`src/logic/afm_map.vh`:
```
`ifndef AFM_MAP_VH
`define AFM_MAP_VH

// Register offsets (byte addresses)
`define AFM_OFS_SER_CTL 8'h04
`define AFM_OFS_TX_DATA 8'h08
`define AFM_OFS_RX_DATA 8'h0c
`define AFM_OFS_DIG_CTL 8'h10
`define AFM_OFS_SPDIF_DATA 8'h14
`define AFM_OFS_HDMI_DATA 8'h20
`define AFM_OFS_SHARED_DATA 8'h30

// Serial FIFO control fields
`define AFM_TX_MIX_SEL_HI 20
`define AFM_TX_MIX_SEL_LO 19
`define AFM_TX_SRC_BIT 18
`define AFM_RX_EMPTY_BIT 17
`define AFM_TX_KARA_BIT 15
`define AFM_RX_IRQ_PEND_BIT 12
`define AFM_RX_IRQ_EN_BIT 11
`define AFM_RX_DMA_EN_BIT 10
`define AFM_RX_RUN_BIT 9
`define AFM_TX_FULL_BIT 8
`define AFM_TX_IRQ_PEND_BIT 3
`define AFM_TX_IRQ_EN_BIT 2
`define AFM_TX_DMA_EN_BIT 1
`define AFM_TX_RUN_BIT 0

// Digital output FIFO control fields
`define AFM_HDMI_MIX_SEL_HI 16
`define AFM_HDMI_MIX_SEL_LO 15
`define AFM_HDMI_SRC_BIT 14
`define AFM_SPDIF_SRC_BIT 13
`define AFM_HDMI_KARA_BIT 12
`define AFM_SPDIF_KARA_BIT 11
`define AFM_SPDIF_EN_BIT 10
`define AFM_HDMI_IRQ_EN_BIT 9
`define AFM_HDMI_DMA_EN_BIT 8
`define AFM_HDMI_FULL_BIT 7
`define AFM_HDMI_IRQ_PEND_BIT 6
`define AFM_SPDIF_IRQ_EN_BIT 5
`define AFM_SPDIF_DMA_EN_BIT 4
`define AFM_SPDIF_FULL_BIT 3
`define AFM_SPDIF_IRQ_PEND_BIT 2
`define AFM_HDMI_RUN_BIT 1
`define AFM_SPDIF_RUN_BIT 0

// Sample field within data words
`define AFM_SAMPLE_HI 31
`define AFM_SAMPLE_LO 8

// Reset values as read back
`define AFM_SER_CTL_RESET 32'h0002_0000
`define AFM_DIG_CTL_RESET 32'h0000_0000

// FIFO depths and DMA threshold
`define AFM_TX_DEPTH 32
`define AFM_RX_DEPTH 16
`define AFM_SPDIF_DEPTH 32
`define AFM_HDMI_DEPTH 32
`define AFM_DMA_LEVEL 16

// Mix target selects
`define AFM_MIX_ALL 2'h0
`define AFM_MIX_FRONT 2'h1
`define AFM_MIX_FRONT_C 2'h2
`define AFM_MIX_CENTRE 2'h3

// Channel layouts of an output stream
`define AFM_CHM_STEREO 2'h0
`define AFM_CHM_51 2'h1
`define AFM_CHM_71 2'h2

// Channel slots in stream order
`define AFM_CH_FL 3'h0
`define AFM_CH_FR 3'h1
`define AFM_CH_C 3'h3

`endif

```
`src/logic/afm_fifo.v`:
```
`timescale 1ns/1ps
`default_nettype none

module afm_fifo #(
  parameter WIDTH = 24,
  parameter DEPTH = 32,
  parameter AW = 5
) (
  input wire mclk,
  input wire clr,
  input wire push,
  input wire [WIDTH-1:0] push_data,
  input wire pop,
  output wire [WIDTH-1:0] head_data,
  output wire full,
  output wire empty,
  output wire [AW:0] level
);

  reg [WIDTH-1:0] mem [0:DEPTH-1];
  reg [AW-1:0] wptr;
  reg [AW-1:0] rptr;
  reg [AW:0] count;
  wire do_push;
  wire do_pop;

  // Full drops pushes, empty drops pops: stored words never disturbed
  assign do_push = push & ~full;
  assign do_pop = pop & ~empty;
  assign full = (count == DEPTH[AW:0]);
  assign empty = (count == {(AW+1){1'b0}});
  assign level = count;
  assign head_data = mem[rptr];

  // Storage, no reset needed on the words themselves
  always @(posedge mclk) begin
    if (do_push && !clr) begin
      mem[wptr] <= push_data;
    end
  end

  // Pointers wrap at DEPTH so non power-of-two depths also work
  always @(posedge mclk) begin
    if (clr) begin
      wptr <= {AW{1'b0}};
      rptr <= {AW{1'b0}};
      count <= {(AW+1){1'b0}};
    end else begin
      if (do_push) begin
        wptr <= (wptr == DEPTH[AW-1:0] - 1'b1) ? {AW{1'b0}} : wptr + 1'b1;
      end
      if (do_pop) begin
        rptr <= (rptr == DEPTH[AW-1:0] - 1'b1) ? {AW{1'b0}} : rptr + 1'b1;
      end
      count <= count + {{AW{1'b0}}, do_push} - {{AW{1'b0}}, do_pop};
    end
  end

endmodule // afm_fifo

`default_nettype wire

```
`src/logic/afm_mix_ctl.v`:
```
// What this block does
// Bits 20:19 pick which transmit channels get the received voice mixed in.
// Bit 18 feeds the transmit FIFO from its own register or the shared port.
// Bit 17 reads one while the receive FIFO is empty; resets to one.
// Bit 15 turns on voice mixing into the serial transmit stream.
// Receive-full sets pending bit 12, cleared by writing one; bit 11 enables.
// Bit 10 lets a full receive FIFO raise its DMA request.
// Bit 8 reads one while the transmit FIFO is full; resets to zero.
// Transmit-empty sets pending bit 3, cleared by writing one; bit 2 enables.
// Bit 1 lets an empty transmit FIFO raise its DMA request.
// Bit 0 and bit 9 hold transmit and receive FIFOs in reset while zero.
// Transmit data register takes one 24-bit sample in bits 31:8 per write.
// Reading receive data returns the oldest sample in bits 31:8 and pops it.
// Bits 16:15 pick which HDMI channels get the received voice mixed in.
// Bits 14 and 13 pick HDMI and S/PDIF FIFO write sources.
// Bits 12 and 11 enable voice mixing into HDMI and S/PDIF data.
// Bit 10 enables S/PDIF output; clearing it resets the S/PDIF path state.
// HDMI-empty sets pending bit 6, cleared by writing one; bit 9 enables.
// Bit 8 raises HDMI DMA request once 16 or fewer levels remain.
// Bits 7 and 3 read HDMI and S/PDIF FIFO full; both reset to zero.
// S/PDIF-empty sets pending bit 2, cleared by writing one; bit 5 enables.
// Bit 4 raises S/PDIF DMA request at 16 or fewer levels.
// Bits 1 and 0 hold HDMI and S/PDIF FIFOs in reset while zero.
// Shared port writes copy into every FIFO whose source select picks it.
// Software writes multichannel samples FL, FR, SW, C, BL, BR, SBL, SBR.
// Interrupt output is high while any pending bit meets its enable.
// Writes to full or held FIFOs, reads of empty FIFO, change nothing.
`timescale 1ns/1ps
`default_nettype none
`include "afm_map.vh"

module afm_mix_ctl #(
  parameter TX_DEPTH = `AFM_TX_DEPTH,
  parameter RX_DEPTH = `AFM_RX_DEPTH,
  parameter SPDIF_DEPTH = `AFM_SPDIF_DEPTH,
  parameter HDMI_DEPTH = `AFM_HDMI_DEPTH
) (
  input wire mclk,
  input wire rst,
  input wire [7:0] reg_addr,
  input wire reg_wr,
  input wire reg_rd,
  input wire [31:0] reg_wdata,
  output reg [31:0] reg_rdata,
  input wire tx_pop,
  input wire [1:0] tx_chan_mode,
  output reg [23:0] tx_sample,
  output wire tx_empty,
  input wire rx_push,
  input wire [23:0] rx_sample_in,
  output wire rx_full,
  input wire spdif_pop,
  output reg [23:0] spdif_sample,
  output wire spdif_empty,
  output wire spdif_tx_en_out,
  input wire hdmi_pop,
  input wire [1:0] hdmi_chan_mode,
  output reg [23:0] hdmi_sample,
  output wire hdmi_empty,
  output wire irq,
  output wire tx_dma_req,
  output wire rx_dma_req,
  output wire spdif_dma_req,
  output wire hdmi_dma_req
);

  localparam TX_AW = 5;
  localparam RX_AW = 4;
  localparam SPDIF_AW = 5;
  localparam HDMI_AW = 5;

  // Serial FIFO control fields
  reg [1:0] tx_mix_target_sel;
  reg tx_fifo_src_sel;
  reg tx_karaoke_mix_en;
  reg rx_full_irq_pending;
  reg rx_full_irq_en;
  reg rx_full_dma_req_en;
  reg rx_fifo_run;
  reg tx_empty_irq_pending;
  reg tx_empty_irq_en;
  reg tx_empty_dma_req_en;
  reg tx_fifo_run;

  // Digital output control fields
  reg [1:0] hdmi_mix_target_sel;
  reg hdmi_fifo_src_sel;
  reg spdif_fifo_src_sel;
  reg hdmi_karaoke_mix_en;
  reg spdif_karaoke_mix_en;
  reg spdif_tx_en;
  reg hdmi_empty_irq_en;
  reg hdmi_dma_req_en;
  reg hdmi_empty_irq_pending;
  reg spdif_empty_irq_en;
  reg spdif_dma_req_en;
  reg spdif_empty_irq_pending;
  reg hdmi_fifo_run;
  reg spdif_fifo_run;

  // Path state
  reg [23:0] voice;
  reg [2:0] tx_chan;
  reg [2:0] hdmi_chan;
  reg [2:0] spdif_chan;
  reg tx_empty_d;
  reg rx_full_d;
  reg hdmi_empty_d;
  reg spdif_empty_d;

  wire [23:0] wr_sample;
  wire wr_ser_ctl;
  wire wr_dig_ctl;
  wire wr_tx_direct;
  wire wr_spdif_direct;
  wire wr_hdmi_direct;
  wire wr_shared;
  wire tx_push;
  wire spdif_push;
  wire hdmi_push;
  wire rx_pop;
  wire tx_full;
  wire spdif_full;
  wire hdmi_full;
  wire rx_empty;
  wire [23:0] tx_head;
  wire [23:0] rx_head;
  wire [23:0] spdif_head;
  wire [23:0] hdmi_head;
  wire [TX_AW:0] tx_level;
  wire [RX_AW:0] rx_level;
  wire [SPDIF_AW:0] spdif_level;
  wire [HDMI_AW:0] hdmi_level;
  wire tx_take;
  wire spdif_take;
  wire hdmi_take;
  wire [31:0] ser_ctl_view;
  wire [31:0] dig_ctl_view;

  // Signed 24-bit add clipped at full scale, so loud voice cannot wrap
  function [23:0] sat_add;
    input [23:0] a;
    input [23:0] b;
    reg [24:0] s;
    begin
      s = {a[23], a} + {b[23], b};
      if (s[24] != s[23]) begin
        sat_add = s[24] ? 24'h80_0000 : 24'h7f_ffff;
      end else begin
        sat_add = s[23:0];
      end
    end
  endfunction

  // Is this channel slot a mix target; stereo streams mix everywhere
  function mix_hit;
    input [1:0] sel;
    input [1:0] chm;
    input [2:0] chan;
    input centre_in_front;
    begin
      if (chm == `AFM_CHM_STEREO) begin
        mix_hit = 1'b1;
      end else begin
        case (sel)
          `AFM_MIX_ALL: mix_hit = 1'b1;
          `AFM_MIX_FRONT: mix_hit = (chan == `AFM_CH_FL) || (chan == `AFM_CH_FR);
          `AFM_MIX_FRONT_C: mix_hit = (chan == `AFM_CH_FL) || (chan == `AFM_CH_FR) ||
            (centre_in_front && (chan == `AFM_CH_C));
          `AFM_MIX_CENTRE: mix_hit = (chan == `AFM_CH_C);
          default: mix_hit = 1'b0;
        endcase
      end
    end
  endfunction

  // Next channel slot, wrapping at the stream's channel count
  function [2:0] next_chan;
    input [1:0] chm;
    input [2:0] chan;
    reg [2:0] last;
    begin
      case (chm)
        `AFM_CHM_51: last = 3'h5;
        `AFM_CHM_71: last = 3'h7;
        default: last = 3'h1;
      endcase
      next_chan = (chan == last) ? 3'h0 : chan + 3'h1;
    end
  endfunction

  // Address decode of bus writes
  assign wr_sample = reg_wdata[`AFM_SAMPLE_HI:`AFM_SAMPLE_LO];
  assign wr_ser_ctl = reg_wr && (reg_addr == `AFM_OFS_SER_CTL);
  assign wr_dig_ctl = reg_wr && (reg_addr == `AFM_OFS_DIG_CTL);
  assign wr_tx_direct = reg_wr && (reg_addr == `AFM_OFS_TX_DATA);
  assign wr_spdif_direct = reg_wr && (reg_addr == `AFM_OFS_SPDIF_DATA);
  assign wr_hdmi_direct = reg_wr && (reg_addr == `AFM_OFS_HDMI_DATA);
  assign wr_shared = reg_wr && (reg_addr == `AFM_OFS_SHARED_DATA);

  // transmit source select
  assign tx_push = tx_fifo_src_sel ? wr_shared : wr_tx_direct;
  // digital sources and fan-out
  assign spdif_push = spdif_fifo_src_sel ? wr_shared : wr_spdif_direct;
  assign hdmi_push = hdmi_fifo_src_sel ? wr_shared : wr_hdmi_direct;

  // pop on data read
  assign rx_pop = reg_rd && (reg_addr == `AFM_OFS_RX_DATA) && !rx_empty;

  // S/PDIF drains only while its transmitter is enabled
  assign tx_take = tx_pop && !tx_empty;
  assign spdif_take = spdif_pop && !spdif_empty && spdif_tx_en;
  assign hdmi_take = hdmi_pop && !hdmi_empty;
  assign spdif_tx_en_out = spdif_tx_en;

  // transmit FIFO held while not running
  afm_fifo #(
    .WIDTH(24),
    .DEPTH(TX_DEPTH),
    .AW(TX_AW)
  ) u_tx_fifo (
    .mclk(mclk),
    .clr(rst | ~tx_fifo_run),
    .push(tx_push),
    .push_data(wr_sample),
    .pop(tx_take),
    .head_data(tx_head),
    .full(tx_full),
    .empty(tx_empty),
    .level(tx_level)
  );

  // receive FIFO held while not running
  afm_fifo #(
    .WIDTH(24),
    .DEPTH(RX_DEPTH),
    .AW(RX_AW)
  ) u_rx_fifo (
    .mclk(mclk),
    .clr(rst | ~rx_fifo_run),
    .push(rx_push),
    .push_data(rx_sample_in),
    .pop(rx_pop),
    .head_data(rx_head),
    .full(rx_full),
    .empty(rx_empty),
    .level(rx_level)
  );

  // S/PDIF FIFO held while not running
  afm_fifo #(
    .WIDTH(24),
    .DEPTH(SPDIF_DEPTH),
    .AW(SPDIF_AW)
  ) u_spdif_fifo (
    .mclk(mclk),
    .clr(rst | ~spdif_fifo_run),
    .push(spdif_push),
    .push_data(wr_sample),
    .pop(spdif_take),
    .head_data(spdif_head),
    .full(spdif_full),
    .empty(spdif_empty),
    .level(spdif_level)
  );

  // HDMI FIFO held while not running
  afm_fifo #(
    .WIDTH(24),
    .DEPTH(HDMI_DEPTH),
    .AW(HDMI_AW)
  ) u_hdmi_fifo (
    .mclk(mclk),
    .clr(rst | ~hdmi_fifo_run),
    .push(hdmi_push),
    .push_data(wr_sample),
    .pop(hdmi_take),
    .head_data(hdmi_head),
    .full(hdmi_full),
    .empty(hdmi_empty),
    .level(hdmi_level)
  );

  // Serial control register and its sticky flags
  always @(posedge mclk) begin
    if (rst) begin
      tx_mix_target_sel <= `AFM_MIX_ALL;
      tx_fifo_src_sel <= 1'b0;
      tx_karaoke_mix_en <= 1'b0;
      rx_full_irq_pending <= 1'b0;
      rx_full_irq_en <= 1'b0;
      rx_full_dma_req_en <= 1'b0;
      rx_fifo_run <= 1'b0;
      tx_empty_irq_pending <= 1'b0;
      tx_empty_irq_en <= 1'b0;
      tx_empty_dma_req_en <= 1'b0;
      tx_fifo_run <= 1'b0;
    end else begin
      if (wr_ser_ctl) begin
        tx_mix_target_sel <= reg_wdata[`AFM_TX_MIX_SEL_HI:`AFM_TX_MIX_SEL_LO];
        tx_fifo_src_sel <= reg_wdata[`AFM_TX_SRC_BIT];
        tx_karaoke_mix_en <= reg_wdata[`AFM_TX_KARA_BIT];
        rx_full_irq_en <= reg_wdata[`AFM_RX_IRQ_EN_BIT];
        rx_full_dma_req_en <= reg_wdata[`AFM_RX_DMA_EN_BIT];
        rx_fifo_run <= reg_wdata[`AFM_RX_RUN_BIT];
        tx_empty_irq_en <= reg_wdata[`AFM_TX_IRQ_EN_BIT];
        tx_empty_dma_req_en <= reg_wdata[`AFM_TX_DMA_EN_BIT];
        tx_fifo_run <= reg_wdata[`AFM_TX_RUN_BIT];
      end
      // set on full edge, set beats clear
      if (rx_full && !rx_full_d) begin
        rx_full_irq_pending <= 1'b1;
      end else if (wr_ser_ctl && reg_wdata[`AFM_RX_IRQ_PEND_BIT]) begin
        rx_full_irq_pending <= 1'b0;
      end
      // set on empty edge, set beats clear
      if (tx_empty && !tx_empty_d) begin
        tx_empty_irq_pending <= 1'b1;
      end else if (wr_ser_ctl && reg_wdata[`AFM_TX_IRQ_PEND_BIT]) begin
        tx_empty_irq_pending <= 1'b0;
      end
    end
  end

  // Digital output control register and its sticky flags
  always @(posedge mclk) begin
    if (rst) begin
      hdmi_mix_target_sel <= `AFM_MIX_ALL;
      hdmi_fifo_src_sel <= 1'b0;
      spdif_fifo_src_sel <= 1'b0;
      hdmi_karaoke_mix_en <= 1'b0;
      spdif_karaoke_mix_en <= 1'b0;
      spdif_tx_en <= 1'b0;
      hdmi_empty_irq_en <= 1'b0;
      hdmi_dma_req_en <= 1'b0;
      hdmi_empty_irq_pending <= 1'b0;
      spdif_empty_irq_en <= 1'b0;
      spdif_dma_req_en <= 1'b0;
      spdif_empty_irq_pending <= 1'b0;
      hdmi_fifo_run <= 1'b0;
      spdif_fifo_run <= 1'b0;
    end else begin
      if (wr_dig_ctl) begin
        hdmi_mix_target_sel <= reg_wdata[`AFM_HDMI_MIX_SEL_HI:`AFM_HDMI_MIX_SEL_LO];
        hdmi_fifo_src_sel <= reg_wdata[`AFM_HDMI_SRC_BIT];
        spdif_fifo_src_sel <= reg_wdata[`AFM_SPDIF_SRC_BIT];
        hdmi_karaoke_mix_en <= reg_wdata[`AFM_HDMI_KARA_BIT];
        spdif_karaoke_mix_en <= reg_wdata[`AFM_SPDIF_KARA_BIT];
        spdif_tx_en <= reg_wdata[`AFM_SPDIF_EN_BIT];
        hdmi_empty_irq_en <= reg_wdata[`AFM_HDMI_IRQ_EN_BIT];
        hdmi_dma_req_en <= reg_wdata[`AFM_HDMI_DMA_EN_BIT];
        spdif_empty_irq_en <= reg_wdata[`AFM_SPDIF_IRQ_EN_BIT];
        spdif_dma_req_en <= reg_wdata[`AFM_SPDIF_DMA_EN_BIT];
        hdmi_fifo_run <= reg_wdata[`AFM_HDMI_RUN_BIT];
        spdif_fifo_run <= reg_wdata[`AFM_SPDIF_RUN_BIT];
      end
      // set on empty edge, set beats clear
      if (hdmi_empty && !hdmi_empty_d) begin
        hdmi_empty_irq_pending <= 1'b1;
      end else if (wr_dig_ctl && reg_wdata[`AFM_HDMI_IRQ_PEND_BIT]) begin
        hdmi_empty_irq_pending <= 1'b0;
      end
      // set on empty edge, set beats clear
      if (spdif_empty && !spdif_empty_d) begin
        spdif_empty_irq_pending <= 1'b1;
      end else if (wr_dig_ctl && reg_wdata[`AFM_SPDIF_IRQ_PEND_BIT]) begin
        spdif_empty_irq_pending <= 1'b0;
      end
    end
  end

  // Edge memories start at the reset-state flag levels to avoid a false edge
  always @(posedge mclk) begin
    if (rst) begin
      tx_empty_d <= 1'b1;
      rx_full_d <= 1'b0;
      hdmi_empty_d <= 1'b1;
      spdif_empty_d <= 1'b1;
    end else begin
      tx_empty_d <= tx_empty;
      rx_full_d <= rx_full;
      hdmi_empty_d <= hdmi_empty;
      spdif_empty_d <= spdif_empty;
    end
  end

  // Latest received voice sample, the mix source for every output path
  always @(posedge mclk) begin
    if (rst || !rx_fifo_run) begin
      voice <= 24'h00_0000;
    end else if (rx_push) begin
      voice <= rx_sample_in;
    end
  end

  // Transmit path: channel slot counter and mixed output sample
  always @(posedge mclk) begin
    if (rst || !tx_fifo_run) begin
      tx_chan <= 3'h0;
      tx_sample <= 24'h00_0000;
    end else if (tx_take) begin
      tx_chan <= next_chan(tx_chan_mode, tx_chan);
      // mix into selected slots
      if (tx_karaoke_mix_en && mix_hit(tx_mix_target_sel, tx_chan_mode, tx_chan, 1'b1)) begin
        tx_sample <= sat_add(tx_head, voice);
      end else begin
        tx_sample <= tx_head;
      end
    end
  end

  // HDMI path: same scheme; its front selection leaves the centre out
  always @(posedge mclk) begin
    if (rst || !hdmi_fifo_run) begin
      hdmi_chan <= 3'h0;
      hdmi_sample <= 24'h00_0000;
    end else if (hdmi_take) begin
      hdmi_chan <= next_chan(hdmi_chan_mode, hdmi_chan);
      // mix into selected slots
      if (hdmi_karaoke_mix_en &&
          mix_hit(hdmi_mix_target_sel, hdmi_chan_mode, hdmi_chan, 1'b0)) begin
        hdmi_sample <= sat_add(hdmi_head, voice);
      end else begin
        hdmi_sample <= hdmi_head;
      end
    end
  end

  // S/PDIF path is stereo only, so every slot is a mix target
  always @(posedge mclk) begin
    // disable returns path to reset
    if (rst || !spdif_fifo_run || !spdif_tx_en) begin
      spdif_chan <= 3'h0;
      spdif_sample <= 24'h00_0000;
    end else if (spdif_take) begin
      spdif_chan <= next_chan(`AFM_CHM_STEREO, spdif_chan);
      // S/PDIF mixing
      if (spdif_karaoke_mix_en) begin
        spdif_sample <= sat_add(spdif_head, voice);
      end else begin
        spdif_sample <= spdif_head;
      end
    end
  end

  // level DMA requests
  assign rx_dma_req = rx_full_dma_req_en && rx_full;
  assign tx_dma_req = tx_empty_dma_req_en && tx_empty;
  // drained to threshold
  assign hdmi_dma_req = hdmi_dma_req_en && (hdmi_level <= `AFM_DMA_LEVEL);
  assign spdif_dma_req = spdif_dma_req_en && (spdif_level <= `AFM_DMA_LEVEL);

  // pending meets enable
  assign irq = (rx_full_irq_pending && rx_full_irq_en) ||
    (tx_empty_irq_pending && tx_empty_irq_en) ||
    (hdmi_empty_irq_pending && hdmi_empty_irq_en) ||
    (spdif_empty_irq_pending && spdif_empty_irq_en);

  // read-only status in serial view
  assign ser_ctl_view = {11'h000, tx_mix_target_sel, tx_fifo_src_sel, rx_empty, 1'b0,
    tx_karaoke_mix_en, 2'h0, rx_full_irq_pending, rx_full_irq_en, rx_full_dma_req_en,
    rx_fifo_run, tx_full, 4'h0, tx_empty_irq_pending, tx_empty_irq_en,
    tx_empty_dma_req_en, tx_fifo_run};

  // full flags in digital view
  assign dig_ctl_view = {15'h0000, hdmi_mix_target_sel, hdmi_fifo_src_sel,
    spdif_fifo_src_sel, hdmi_karaoke_mix_en, spdif_karaoke_mix_en, spdif_tx_en,
    hdmi_empty_irq_en, hdmi_dma_req_en, hdmi_full, hdmi_empty_irq_pending,
    spdif_empty_irq_en, spdif_dma_req_en, spdif_full, spdif_empty_irq_pending,
    hdmi_fifo_run, spdif_fifo_run};

  // Registered read data; write-only and unmapped addresses read zero
  always @(posedge mclk) begin
    if (rst) begin
      reg_rdata <= 32'h0000_0000;
    end else if (reg_rd) begin
      case (reg_addr)
        `AFM_OFS_SER_CTL: reg_rdata <= ser_ctl_view;
        `AFM_OFS_DIG_CTL: reg_rdata <= dig_ctl_view;
        // oldest sample, low byte zero
        `AFM_OFS_RX_DATA: reg_rdata <= rx_empty ? 32'h0000_0000 : {rx_head, 8'h00};
        default: reg_rdata <= 32'h0000_0000;
      endcase
    end
  end

endmodule // afm_mix_ctl

`default_nettype wire

```
`config.mk`:
```
export PLATFORM = sky130hd
export DESIGN_NAME = afm_mix_ctl
export DESIGN_NICKNAME = d
export VERILOG_FILES = /design/src/logic/afm_fifo.v /design/src/logic/afm_mix_ctl.v
export VERILOG_INCLUDE_DIRS = /design/src /design/src/logic
export SDC_FILE = /design/constraint.sdc
export NUM_CORES = 2
export LEC_CHECK = 0
export BUFFER_PORTS_ARGS = -buffer_cell sky130_fd_sc_hd__clkbuf_2
export CAP_MARGIN = 5
export CORE_MARGIN = 5
export CORE_UTILIZATION = 40
export CTS_CLUSTER_DIAMETER = 80
export CTS_CLUSTER_SIZE = 12
export DETAILED_ROUTE_END_ITERATION = 8
export GPL_TIMING_DRIVEN = 0
export PLACE_DENSITY = 0.6
export SKIP_LAST_GASP = 1
export SLEW_MARGIN = 20
export SYNTH_ARGS = -nofsm -noshare
export SYNTH_HDL_FRONTEND = slang
export SYNTH_SLANG_ARGS = --single-unit
```
`constraint.sdc`:
```
create_clock -name mclk -period 4.7 [get_ports mclk]
set_input_delay 0 -clock mclk [delete_from_list [all_inputs] [get_ports mclk]]
set_output_delay 0 -clock mclk [all_outputs]
set_load 0.01 [all_outputs]
```
==> results_tabular.tex <==
\begin{tabular}{lr}
\hline
Metric & Value \\
\hline
\multicolumn{2}{l}{\textbf{Worst setup path}} \\
Endpoint arrival time on the critical path & 5.59 ns \\
Category of the worst setup path capture point & flip-flop \\
Series of cell instances along the critical path & inv\_1 > fa\_1 > nor2b\_1 > o2111ai\_1 > a211o\_1 > a211oi\_4 > nor2\_4 > o311a\_4 > nor3\_4 > buf\_6 > a31oi\_4 > o21ai\_1 \\
Critical-path maximum fanout & 5 \\
Highest-delay cell along the critical path & sky130\_fd\_sc\_hd\_\_dfxtp\_1 \\
Crit start category & flip-flop \\
Worst EP required & 5.45 ns \\
Biggest cell delay along the critical path & 1.07 ns \\
Setup CP Type & flip-flop to flip-flop \\
\multicolumn{2}{l}{\textbf{Synthesis}} \\
Post-synth ARST share & 0\% \\
Post-Syn Area & 117000 µm² \\
Number of enable-type register cells in the synthesized netlist & 2688 \\
Leading area contributor after synthesis & sky130\_fd\_sc\_hd\_\_edfxtp\_1 \\
Commonest register cell after synthesis & sky130\_fd\_sc\_hd\_\_edfxtp\_1 \\
Most instantiated library cell after synthesis & sky130\_fd\_sc\_hd\_\_edfxtp\_1 \\
Top cell type's share of synthesized area & 68.9\% \\
Ys Warns & 0 \\
Yosys reg bits & 2933 \\
Gate count after technology mapping & 5950 \\
Number of library cell types mapped by synthesis & 87 \\
Net count after synthesis & 6176 \\
Leading cell types by total area after synthesis & sky130\_fd\_sc\_hd\_\_edfxtp\_1, sky130\_fd\_sc\_hd\_\_mux4\_2, sky130\_fd\_sc\_hd\_\_dfxtp\_1, sky130\_fd\_sc\_hd\_\_ha\_1, sky130\_fd\_sc\_hd\_\_nor2\_1 \\
Ranking of synthesized cells by instance count & sky130\_fd\_sc\_hd\_\_edfxtp\_1, sky130\_fd\_sc\_hd\_\_mux4\_2, sky130\_fd\_sc\_hd\_\_nor2\_1 \\
Proportion of synthesized chip area in sequential cells & 73.1\% \\
Average cell area after synthesis & 19.7 µm² \\
\multicolumn{2}{l}{\textbf{Timing}} \\
Number of max-slew violations in the final report & 0 \\
Least setup slack across all paths after layout & -0.143 ns \\
Time the final worst path needs with I/O delays and setup & 4.84 ns \\
Period utilization & 103\% \\
Setup-violating endpoint count in the final report & 34 \\
Relative slew slack & 19.9\% \\
Peak clock frequency supported by timing & 0.206 GHz \\
Unrepaired setup endpoints after global routing & yes \\
Hold violation total from the final report & 0 \\
Actual slew at the worst max-slew pin & 1.20 ns \\
Clock Skew & 0.0524 ns \\
\multicolumn{2}{l}{\textbf{Cells and area}} \\
Footprint of the flip-flops and latches & 85600 µm² \\
Final net count & 7031 \\
Finished Core Util & 48.2\% \\
Fillers & 23900 \\
Area of the multi-input gates & 31900 µm² \\
Fraction of layout instances using a drive strength above 1 & 30.7\% \\
Finished layout cell area & 140000 µm² \\
Growth of design area from synthesis to finish & 19.9\% \\
\multicolumn{2}{l}{\textbf{Power and ir drop}} \\
Leakage power & 43.7 nW \\
Power per unit of standard cell area & 357 nW/µm² \\
Maximum resistive drop on vdd & 258 µV \\
\multicolumn{2}{l}{\textbf{Placed design}} \\
Post-detailed-placement half-perimeter wirelength & 222 mm \\
Gp weighted congestion & 0.888 \\
Port Buffers & 187 \\
Post-Place Setup Slack & -1.76 ns \\
Instance area at placement & 127000 µm² \\
\multicolumn{2}{l}{\textbf{Status}} \\
Violations in the final reports & negative setup slack \\
Result of the run & complete, but fails checks \\
\multicolumn{2}{l}{\textbf{Drt}} \\
Vias after detailed routing & 62700 \\
Initial DRT Pass Iterations & 6 \\
Average via count per standard cell & 5.77 \\
Antenna Nets Post-Route & 0 \\
Sum of routed wire length over all layers & 333 mm \\
1st-iter DRT viols & 7717 \\
Routed len/inst & 30.6 µm \\
DRC violations left & 0 \\
\multicolumn{2}{l}{\textbf{Run}} \\
Total of max-cap violations & 0 \\
\multicolumn{2}{l}{\textbf{Floorplanning}} \\
Core Rows & 198 \\
Floorplan die area & 304000 µm² \\
Die boundary height & 551 µm \\
Die boundary width & 551 µm \\
Core Area & 291000 µm² \\
Io pins & 190 \\
Initial core utilization & 40.2\% \\
\multicolumn{2}{l}{\textbf{Clock network}} \\
TritonCTS clock tree & built \\
Clk Latency, worst-skew pair & 0.87 ns \\
Buffer depth of the longest clock path & 4 \\
CTS buffer count & 288 \\
Htree depth & 5 \\
Clock edge transition at the registers on the reported setup and hold paths & 0.06 ns \\
Sink Count & 2933 \\
Cell at the root of the clock tree & sky130\_fd\_sc\_hd\_\_clkbuf\_16 \\
\multicolumn{2}{l}{\textbf{Global routing}} \\
Maximum number of pins on one net before global-route repair & 99 \\
First-pass GRT wire length & 468 mm \\
Number of antenna violations at the first check in global routing & 16 \\
Total global routing track utilization & 21.5\% \\
Via count of the first global-routing pass & 62300 \\
Congestion Overflow GR & 0 \\
\multicolumn{2}{l}{\textbf{Min path}} \\
Type of the worst min-delay path & input pin to flip-flop \\
\hline
\end{tabular}
-- worst max-delay path: cells and delay by family (launching register included) --
family | cells | cell delay [ns]
adder cells (fa/ha/maj) | 1 | 0.66
AND/OR/NAND/NOR | 3 | 0.55
buffers and inverters | 2 | 0.99
AO/OA/AOI/OAI | 6 | 1.44
flip-flops | 1 | 1.07
-- per-stage QoR --
| stage | hold WS [ns] | cells | power [mW] | TNS [ns] |
|---|---|---|---|---|
| after CTS | 0.0627 | 10800 | 50.5 | -0.0419 |
| after detailed placement | 0.255 | 10200 | 29.6 | -99.49 |
| after floorplan | 0.0989 | 5950 | 29.1 | 0 |
| after global routing | 0.0857 | 10900 | 51.6 | -7.92 |
| final | 0.0777 | 10900 | 50.1 | -2.38 |
| after global placement | 0.259 | 10000 | 29.5 | -979.97 |
-- state kept, by name, indices dropped and copies added (netlist names), 5 cells and up, named ones only --
name and flops:
u_rx_fifo.mem 384, u_hdmi_fifo.mem 768, u_spdif_fifo.mem 768, u_spdif_fifo.level 6
u_spdif_fifo.rptr 5, u_hdmi_fifo.wptr 5, voice 24, reg_rdata 32
spdif_sample 24, u_tx_fifo.mem 768, u_tx_fifo.rptr 5, u_spdif_fifo.wptr 5
u_tx_fifo.level 6, u_hdmi_fifo.level 6, u_tx_fifo.wptr 5, tx_sample 24
hdmi_sample 24, u_hdmi_fifo.rptr 5, u_rx_fifo.level 5
-- cell type report --
class	instances	area share, %
diodes	13	0.0232
clock buffers	412	5.59
flip-flops and latches	2933	61.0
repair buffers	578	4.91
multi-input cells	2618	22.7
plain buffers	290	1.85
inverters	96	0.260
clock inverters	19	0.155
well taps	3900	3.48
-- report_power, final --
group | total (mW) | leakage, nW | internal [mW] | switching, mW
Sequential | 28.4 | 26.1 | 28.4 | 0.00420
Combinational | 0.658 | 13.7 | 0.152 | 0.506
Clock | 21.0 | 3.89 | 11.5 | 9.44
-- layer usage --
layer | track usage, % | vias up | wire (µm)
li1 | - | 26000 | -
met1 | 29.7 | 33600 | 137000
met2 | 34.7 | 2562 | 159000
met3 | 3.90 | 489 | 24300
met4 | 7.08 | 12 | 12400
met5 | 0 | - | 75
-- cell usage in the layout (no fill, tap or decap), drive strengths merged, types with 8 or more instances in the layout --
master	Yosys	final
edfxtp	2688	2688
mux4	781	781
clkbuf	168	760
buf	135	419
nor2	340	340
dfxtp	245	245
nand2	223	223
a21oi	198	198
ha	143	143
mux2i	128	128
o21ai	128	128
inv	94	107
dlygate4sd3	0	99
xnor2	50	50
mux2	47	47
nor3	42	42
nor2b	41	41
a221oi	38	38
nand3	37	37
nand2b	37	37
a21o	32	32
a31oi	32	32
a22o	31	31
a211oi	30	30
xor2	28	28
and3	19	19
nand3b	18	18
o21a	15	15
a32o	14	14
diode	0	13
nand4	12	12
a22oi	12	12
nor4	11	11
o21bai	10	10
o211ai	10	10
or3	9	9
and2	9	9
nor3b	8	8
clkinv	2	8
-- final timing paths --
| kind | slack, ns | start | endpoint | depth (start not counted) |
|---|---|---|---|---|
| setup / recovery | -0.14 | voice[1] | tx_sample[8] | 12 |
| hold / removal | 0.08 | reg_wdata[15] | u_tx_fifo.mem[27][7] | 2 |
| setup reg to reg | -0.14 | voice[1] | tx_sample[8] | 12 |
| hold reg to reg | 0.45 | spdif_sample[20] | spdif_sample[20] | 2 |
-- timing repair --
item                                    in CTS  in global routing
hold endpoints to repair                  2557                  0
resized for setup                          491                218
hold buffers                                99                  0
cloned                                       4                  3
buffers inserted                            43                 96
endpoints found under the setup margin      72                 69
pin swaps                                   22                 57
-- cells by family (layout without fill, tap and decap cells) --
| group | Yosys count | in the layout | synth area share [%] |
|---|---|---|---|
| buffers and inverters | 399 | 1395 | 1.49 |
| other | 0 | 13 | 0 |
| adders and majority gates | 150 | 150 | 1.65 |
| xor gates and xnor gates | 78 | 78 | 0.583 |
| DFF | 2933 | 2933 | 73.1 |
| muxes | 956 | 956 | 16.6 |
| AOI/OAI and AO/OA | 607 | 607 | 3.40 |
| and+or+nand+nor | 827 | 827 | 3.21 |
No activity file was read; power rests on OpenSTA's default activity.
